## src/shared/sgcf_cfg.svh

```systemverilog
// offsets, field positions, reset values and timing counts
// assumes the serial register interface hands over one decoded access per cycle
`ifndef SGCF_CFG_SVH
`define SGCF_CFG_SVH

// ----------------------------------------------------------------------------
// register addressing
// ----------------------------------------------------------------------------
`define SGCF_ADDR_GLOBAL_CONFIG 8'h00
`define SGCF_WRITE_FLAG 8'h80
`define SGCF_CFG_W 18
`define SGCF_CFG_RESET 18'h00008

// ----------------------------------------------------------------------------
// field positions
// ----------------------------------------------------------------------------
`define SGCF_B_RECALIBRATE 0
`define SGCF_B_QUICK_IDLE 1
`define SGCF_B_VOLTAGE_PWM 2
`define SGCF_B_STEP_FILTER 3
`define SGCF_B_INVERT_DIR 4
`define SGCF_B_FIRST_FAULT 5
`define SGCF_B_FIRST_PREWARN 6
`define SGCF_B_FIRST_STALL 7
`define SGCF_B_SECOND_STALL 8
`define SGCF_B_SECOND_INDEX 9
`define SGCF_B_SECOND_CHOP_ON 10
`define SGCF_B_SECOND_SKIP 11

// ----------------------------------------------------------------------------
// timing, in device clocks
// ----------------------------------------------------------------------------
`define SGCF_IDLE_SHORT_CLK 21'h040000
`define SGCF_IDLE_LONG_CLK 21'h100000
`define SGCF_SEL_SAMPLE 2'h2

`endif

```

## src/shared/sgcf_pkg.sv

```systemverilog
// types shared by the global configuration block and its idle timer
// assumes sgcf_cfg.svh is on the include path
package sgcf_pkg;
	`include "sgcf_cfg.svh"

	typedef struct packed {
		logic over_temp;
		logic short_gnd;
		logic pump_undervoltage;
		logic prewarning;
		logic stall;
		logic chopper_on;
		logic skipped_inc;
		logic interrupt_req;
		logic position_compare;
	} sgcf_event_type;

	typedef struct packed {
		logic [`SGCF_CFG_W-1:0] cfg;
		logic [1:0] init_cnt;
		logic sel;
		logic [1:0] en_s;
		logic [1:0] step_s;
		logic [1:0] dir_s;
		logic [1:0] sel_s;
		logic step_q;
		logic step_q2;
		logic step_tgl;
		logic skip_tgl;
		logic motor_dir;
		logic recal;
		logic act0;
		logic act1;
		logic [31:0] rdata;
		logic rvalid;
	} sgcf_state_type;

	typedef struct packed {
		logic [20:0] cnt;
		logic still;
	} sgcf_idle_type;
endpackage

```

## src/rtl/sgcf_global_config.sv

```systemverilog
// global configuration word with diagnostic output routing
// assumes a serial interface on clk hands one access per reg_req pulse;
// step, direction, enable and mode-select come from pins
`timescale 1ns/10ps
`include "sgcf_cfg.svh"

// How it works
// recalibrate zero crossing while driver disabled
// standstill after 2^18 or 2^20 idle clocks
// bit 2 enables voltage pwm chopper mode
// bit 3 filters step input, resets to one
// bit 4 inverts motor direction
// first output flags driver faults in mode one
// first output low throughout reset
// first output flags temperature prewarning in mode one
// first output flags stall in mode one
// mode zero: interrupt or toggling step output
// second output flags stall in mode one
// mode zero: position compare or direction output
// second output flags table index zero
// second output flags chopper on-state
// second output toggles on skipped steps
// write address is register plus 0x80
// configuration resets to documented defaults
// output mode select sampled after reset
module sgcf_global_config import sgcf_pkg::*; #(
	parameter int MSLUT_W = 10,
	parameter logic [20:0] IDLE_SHORT_CLK = `SGCF_IDLE_SHORT_CLK,
	parameter logic [20:0] IDLE_LONG_CLK = `SGCF_IDLE_LONG_CLK
) (
	input wire logic clk,
	input wire logic sys_rst,
	input wire logic reg_req,
	input wire logic [7:0] reg_addr,
	input wire logic [31:0] reg_wdata,
	output logic [31:0] reg_rdata,
	output logic reg_rvalid,
	input wire logic driver_enable_n,
	input wire logic step_pin,
	input wire logic dir_pin,
	input wire logic external_step_output_select,
	input wire logic [3:0] chopper_off_time,
	input wire logic [MSLUT_W-1:0] mslut_position,
	input wire sgcf_event_type event_in,
	output logic step_executed,
	output logic motor_direction,
	output logic standstill,
	output logic recalibrate_active,
	output logic voltage_pwm_enable,
	output logic step_filter_enable,
	output logic first_diagnostic_output_n,
	output logic second_diagnostic_output_n
);
	sgcf_state_type st_ff;
	sgcf_state_type nxt_st;
	logic wr_hit;
	logic rd_hit;
	logic step_raw;
	logic step_evt;
	logic fault;

	// ------------------------------------------------------------------------
	// register access
	// ------------------------------------------------------------------------
	function automatic logic cbit(input logic [`SGCF_CFG_W-1:0] c, input int b);
		cbit = c[b];
	endfunction

	assign wr_hit = reg_req && reg_addr == (`SGCF_ADDR_GLOBAL_CONFIG | `SGCF_WRITE_FLAG);
	assign rd_hit = reg_req && reg_addr == `SGCF_ADDR_GLOBAL_CONFIG;

	// ------------------------------------------------------------------------
	// step detection
	// ------------------------------------------------------------------------
	assign step_raw = st_ff.step_q && !st_ff.step_q2;
	// filtered: edge must hold a second sample
	assign step_evt = cbit(st_ff.cfg, `SGCF_B_STEP_FILTER) ?
		(step_raw && st_ff.step_s[1]) : step_raw;
	assign fault = event_in.over_temp || event_in.short_gnd || event_in.pump_undervoltage;

	// ------------------------------------------------------------------------
	// next state
	// ------------------------------------------------------------------------
	always_comb begin
		nxt_st = st_ff;
		nxt_st.en_s = {st_ff.en_s[0], driver_enable_n};
		nxt_st.step_s = {st_ff.step_s[0], step_pin};
		nxt_st.dir_s = {st_ff.dir_s[0], dir_pin};
		nxt_st.sel_s = {st_ff.sel_s[0], external_step_output_select};
		nxt_st.step_q = st_ff.step_s[1];
		nxt_st.step_q2 = st_ff.step_q;
		nxt_st.rvalid = 1'b0;
		if (st_ff.init_cnt != 2'h3) begin
			nxt_st.init_cnt = st_ff.init_cnt + 2'h1;
		end
		if (st_ff.init_cnt == `SGCF_SEL_SAMPLE) begin
			nxt_st.sel = st_ff.sel_s[1];
		end
		if (wr_hit) begin
			nxt_st.cfg = reg_wdata[`SGCF_CFG_W-1:0];
		end
		if (rd_hit) begin
			nxt_st.rdata = {{(32-`SGCF_CFG_W){1'b0}}, st_ff.cfg};
			nxt_st.rvalid = 1'b1;
		end
		nxt_st.motor_dir = st_ff.dir_s[1] ^ cbit(st_ff.cfg, `SGCF_B_INVERT_DIR);
		nxt_st.recal = cbit(st_ff.cfg, `SGCF_B_RECALIBRATE) &&
			(st_ff.en_s[1] || chopper_off_time == 4'h0);
		if (step_evt) begin
			nxt_st.step_tgl = !st_ff.step_tgl;
		end
		if (event_in.skipped_inc) begin
			nxt_st.skip_tgl = !st_ff.skip_tgl;
		end
		if (st_ff.sel) begin
			nxt_st.act0 = (cbit(st_ff.cfg, `SGCF_B_FIRST_FAULT) && fault) ||
				(cbit(st_ff.cfg, `SGCF_B_FIRST_PREWARN) && event_in.prewarning) ||
				(cbit(st_ff.cfg, `SGCF_B_FIRST_STALL) && event_in.stall);
			nxt_st.act1 = (cbit(st_ff.cfg, `SGCF_B_SECOND_STALL) && event_in.stall) ||
				(cbit(st_ff.cfg, `SGCF_B_SECOND_INDEX) && mslut_position == '0) ||
				(cbit(st_ff.cfg, `SGCF_B_SECOND_CHOP_ON) && event_in.chopper_on) ||
				(cbit(st_ff.cfg, `SGCF_B_SECOND_SKIP) && st_ff.skip_tgl);
		end else begin
			nxt_st.act0 = cbit(st_ff.cfg, `SGCF_B_FIRST_STALL) ?
				nxt_st.step_tgl : event_in.interrupt_req;
			nxt_st.act1 = cbit(st_ff.cfg, `SGCF_B_SECOND_STALL) ?
				st_ff.motor_dir : event_in.position_compare;
		end
	end

	always_ff @(posedge clk) begin
		if (sys_rst) begin
			st_ff <= '0;
			st_ff.cfg <= `SGCF_CFG_RESET;
		end else begin
			st_ff <= nxt_st;
		end
	end

	// ------------------------------------------------------------------------
	// idle timer
	// ------------------------------------------------------------------------
	sgcf_idle_timer #(
		.SHORT_CLK(IDLE_SHORT_CLK),
		.LONG_CLK(IDLE_LONG_CLK)
	) u_idle (
		.clk(clk),
		.sys_rst(sys_rst),
		.step_evt(step_evt),
		.quick(cbit(st_ff.cfg, `SGCF_B_QUICK_IDLE)),
		.standstill(standstill)
	);

	// ------------------------------------------------------------------------
	// outputs
	// ------------------------------------------------------------------------
	assign reg_rdata = st_ff.rdata;
	assign reg_rvalid = st_ff.rvalid;
	assign step_executed = step_evt;
	assign motor_direction = st_ff.motor_dir;
	assign recalibrate_active = st_ff.recal;
	assign voltage_pwm_enable = cbit(st_ff.cfg, `SGCF_B_VOLTAGE_PWM);
	assign step_filter_enable = cbit(st_ff.cfg, `SGCF_B_STEP_FILTER);
	assign first_diagnostic_output_n = !sys_rst && !st_ff.act0;
	assign second_diagnostic_output_n = !st_ff.act1;
endmodule

```

## src/rtl/sgcf_idle_timer.sv

```systemverilog
// standstill detection: counts clocks since the last executed step
// assumes step_evt is a one-cycle pulse on clk
`timescale 1ns/10ps
`include "sgcf_cfg.svh"
module sgcf_idle_timer import sgcf_pkg::*; #(
	parameter logic [20:0] SHORT_CLK = `SGCF_IDLE_SHORT_CLK,
	parameter logic [20:0] LONG_CLK = `SGCF_IDLE_LONG_CLK
) (
	input wire logic clk,
	input wire logic sys_rst,
	input wire logic step_evt,
	input wire logic quick,
	output logic standstill
);
	sgcf_idle_type st_ff;
	sgcf_idle_type nxt_st;
	logic [20:0] limit;

	// ------------------------------------------------------------------------
	// counter
	// ------------------------------------------------------------------------
	always_comb begin
		limit = quick ? SHORT_CLK : LONG_CLK;
		nxt_st = st_ff;
		if (step_evt) begin
			nxt_st.cnt = 21'h000000;
			nxt_st.still = 1'b0;
		end else if (st_ff.cnt >= limit - 21'h000001) begin
			nxt_st.still = 1'b1;
		end else begin
			nxt_st.cnt = st_ff.cnt + 21'h000001;
		end
	end

	always_ff @(posedge clk) begin
		if (sys_rst) begin
			st_ff <= '0;
		end else begin
			st_ff <= nxt_st;
		end
	end

	assign standstill = st_ff.still;
endmodule

```

## config.mk

```make
export PLATFORM = sky130hd
export DESIGN_NAME = sgcf_global_config
export DESIGN_NICKNAME = d
export VERILOG_FILES = /design/src/shared/sgcf_pkg.sv /design/src/rtl/sgcf_global_config.sv /design/src/rtl/sgcf_idle_timer.sv
export VERILOG_INCLUDE_DIRS = /design/src /design/src/shared
export SDC_FILE = /design/constraint.sdc
export NUM_CORES = 1
export LEC_CHECK = 0
export ABC_AREA = 1
export BUFFER_PORTS_ARGS = -buffer_cell sky130_fd_sc_hd__buf_2
export CAP_MARGIN = 30
export CORE_ASPECT_RATIO = 1.5
export CORE_MARGIN = 5
export CORE_UTILIZATION = 40
export CTS_CLUSTER_DIAMETER = 30
export DETAILED_ROUTE_END_ITERATION = 6
export HOLD_SLACK_MARGIN = 0.12
export PLACE_DENSITY = 0.67
export SYNTH_ARGS = -nofsm -noshare
export SYNTH_HDL_FRONTEND = slang
export SYNTH_HIERARCHICAL = 1
export SYNTH_SLANG_ARGS = --single-unit
```

## constraint.sdc

```tcl
create_clock -name clk -period 1.4 [get_ports clk]
set_input_delay 0.21 -clock clk [delete_from_list [all_inputs] [get_ports clk]]
set_output_delay 0.21 -clock clk [all_outputs]
set_load 0.01 [all_outputs]
```

==> results.toml <==
[logic_synthesis]
synth_common_cells = "nand2_1 (124), nor2_1 (103), inv_1 (82), dfxtp_1 (78), nand3_1 (65)"
ys.flop_type = "dfxtp_1"
ys.warnings.count = 6
synthArstFlopShare = 0
yosysMostFrequentCell = "nand2_1"
synth.distinct_cells = 26
synth_area_leaders = "dfxtp_1 (37%), nand2_1 (11%), nor2_1 (9.1%)"
synth_area_sq_um = 4247
synth_seq_cells = 78
yosys.area.top_type = "dfxtp_1"
synth_cells = 636
seq_area_frac_synth = 0.3677
synth_top_area_share = 0.3677
synth_edf_count = 0
avgSynthCellArea_sq_um = 6.677

[worst_setup_path]
crit_slowest_cell = "dfxtp_4"
cp.required_ns = 1.63
path_cells = "ha_4, nand4_1, nor2_2, buf_4, nor2_4, clkinv_4, buf_16, o21ai_4, a21oi_2"
criticalPathCategory = "reg -> reg"
end_kind = "flop"
startpoint_type = "flop"
cp.arrival_ns = 1.82
max_stage_delay_ns = 0.36
cp_max_fo = 5

[clock_network]
cts_tree = "yes"
clock_latency_ns = 0.34
clk_pin_slew_ns = 0.06
cts_root_buf = "clkbuf_16"
cts_sinks = 78
cts_buffer_depth = 2
htree_levels = 3
cts_buffers = 9

[power_and_ir_drop]
ir_drop_v = 0.0007277
leakagePower_nw = 2.705
powerDensity_nw_per_um2 = 930.5
p_total_w = 0.005415

[global_routing]
gr-total-overflow = 0
grt_pass1_wl_microns = 18910
grt_antenna_before_repair = 0
grtUsageTotal = 0.1870
grt_pass1_vias = 4188
grt_start_max_net_pins = 50

[sta]
fin_crit_ns = 1.589
finalCritPeriodShare = 1.135
final_max_slew_viol_count = 0
hold_viol = 0
rsz0062_at_grt = "true"
finalSetupViolations = 22
worst_slack_ns = -0.1892
fmax_ghz = 0.6292
finClkSkew_ns = 0.009776
timing.hold.ws_ns = 0.1377

[drt]
vias_per_cell = 4.812
drc = 0
initialDrtViolationCount = 218
routedWlPerCell_microns = 13.03
drtPass1Iterations = 5
wirelength_microns = 11850
antenna_left = 0
via_count = 4379

[place]
gp_congestion = 0.9256
portBuffers = 82
place_hpwl_microns = 7930

[finish]
drive_above_1_share = 0.3185
fillers = 979
num_antenna_cells = 0
syn2layout_area_growth_pct = 37.04
multi_input_area_sq_um = 2267
nets = 836
ff_latch_area_sq_um = 1583

[floorplanning]
rows = 46
die_x_microns = 94.13
core_area_sq_um = 10480
die_h_microns = 136.2
io_pins = 111
dieArea_sq_um = 12820
start_util = 0.4054

[min_path]
min_path_type = "in -> reg"

[run_status]
violations = "setup timing"
outcome = "complete, but fails checks"

[flow_run]
maxCapViolations = 0
## logic make-up (layout without fill, tap and decap cells)
| logic type | count (synthesis) | after routing | synth area share |
|---|---|---|---|
| AND/OR/NAND/NOR | 338 | 340 | 0.3547 |
| buffers and inverters | 148 | 263 | 0.1780 |
| flip-flops | 78 | 78 | 0.3677 |
| AO/OA/AOI/OAI | 59 | 59 | 0.06953 |
| XOR/XNOR | 7 | 7 | 0.01444 |
| adder cells (fa/ha/maj) | 5 | 5 | 0.01473 |
| other | 1 | 14 | 0.0008831 |
## power by group
part           internal [W]  switching [W]
Sequential          0.00226      0.0000297
Combinational      0.000190       0.000235
Clock               0.00175       0.000951
## metrics by stage
stage          std cells  TNS [ns]  area [sq um]  setup slack (ns)    util
3_3_place_gp         871    -2.345          4954           -0.1565  0.4729
5_1_grt              910    -3.898          5819           -0.2255  0.5555
2_1_floorplan        649   -0.1852          4327          -0.02999       -
3_5_place_dp         871    -3.465          4954           -0.2256  0.4729
6_report             910    -2.663          5819           -0.1892  0.5555
4_1_cts              906    -1.709          5684           -0.1185  0.5426
## repair_timing
item	CTS	global route
endpoints found under the hold margin	6	0
setup endpoints to repair	22	23
hold buffers	6	0
buffers inserted	9	4
pin swaps	23	8
gates cloned	4	0
resized for setup	48	26
## routing by layer
layer | global-route usage | share of wire | wire [microns]
met1 | 0.1982 | 0.38 | 4500
met2 | 0.3327 | 0.52 | 6144
met3 | 0.03378 | 0.053 | 632
met4 | 0.1229 | 0.049 | 575
met5 | 0 | 0 | 0
## area by class of cell
type,instances,share of cell area
multi-input cells,425,0.3896
flip-flops and latches,78,0.2720
repair buffers,157,0.1881
inverters,90,0.05999
clock buffers,9,0.03870
well taps,144,0.03096
clock inverters,7,0.02064
## state kept, by name, indices dropped and copies added (netlist names)
register,cells
motor_direction,1
nxt_st,6
recalibrate_active,1
reg_rdata,18
reg_rvalid,1
st_ff,27
step_filter_enable,1
u_idle/st_ff,21
u_idle/standstill,1
voltage_pwm_enable,1
## final timing paths
check,from,end,slack [ns],depth (start not counted)
hold reg to reg,nxt_st[42]$_SDFF_PP0_,st_ff[42]$_SDFF_PP0_,0.40,2
hold / removal,sys_rst,reg_rvalid$_SDFF_PP0_,0.14,2
setup reg to reg,u_idle/st_ff[20]$_SDFFE_PP0N_,u_idle/st_ff[13]$_SDFFE_PP0N_,-0.19,9
setup / recovery,u_idle/st_ff[20]$_SDFFE_PP0N_,u_idle/st_ff[13]$_SDFFE_PP0N_,-0.19,9
## worst max-delay path, delay by kind of cell, from the launching register on
| family | cells | cell delay, ns |
|---|---|---|
| AO/OA/AOI/OAI | 2 | 0.19 |
| AND/OR/NAND/NOR | 3 | 0.29 |
| buffers and inverters | 3 | 0.40 |
| flip-flops | 1 | 0.36 |
| adder cells (fa/ha/maj) | 1 | 0.24 |
## placed cells by master, fill, tap and decap left out, types with 3 or more instances in the layout
cell type,count
inv_1,80
nand4_1,19
buf_6,3
buf_12,6
buf_2,82
nor2_4,10
nor2_1,96
xor2_1,4
nand3_2,8
o21ai_0,4
inv_2,5
bufinv_16,3
nor2_2,8
a21oi_1,46
clkbuf_16,9
dlygate4sd3_1,6
conb_1,14
nand2_1,118
nand3b_1,3
a21oi_2,7
nand2_2,10
dfxtp_4,3
ha_4,3
nand3_4,7
buf_4,59
xnor2_1,3
dfxtp_1,67
nor3_1,3
dfxtp_2,8
nand3_1,54
Power figures use the tool's default switching activity.
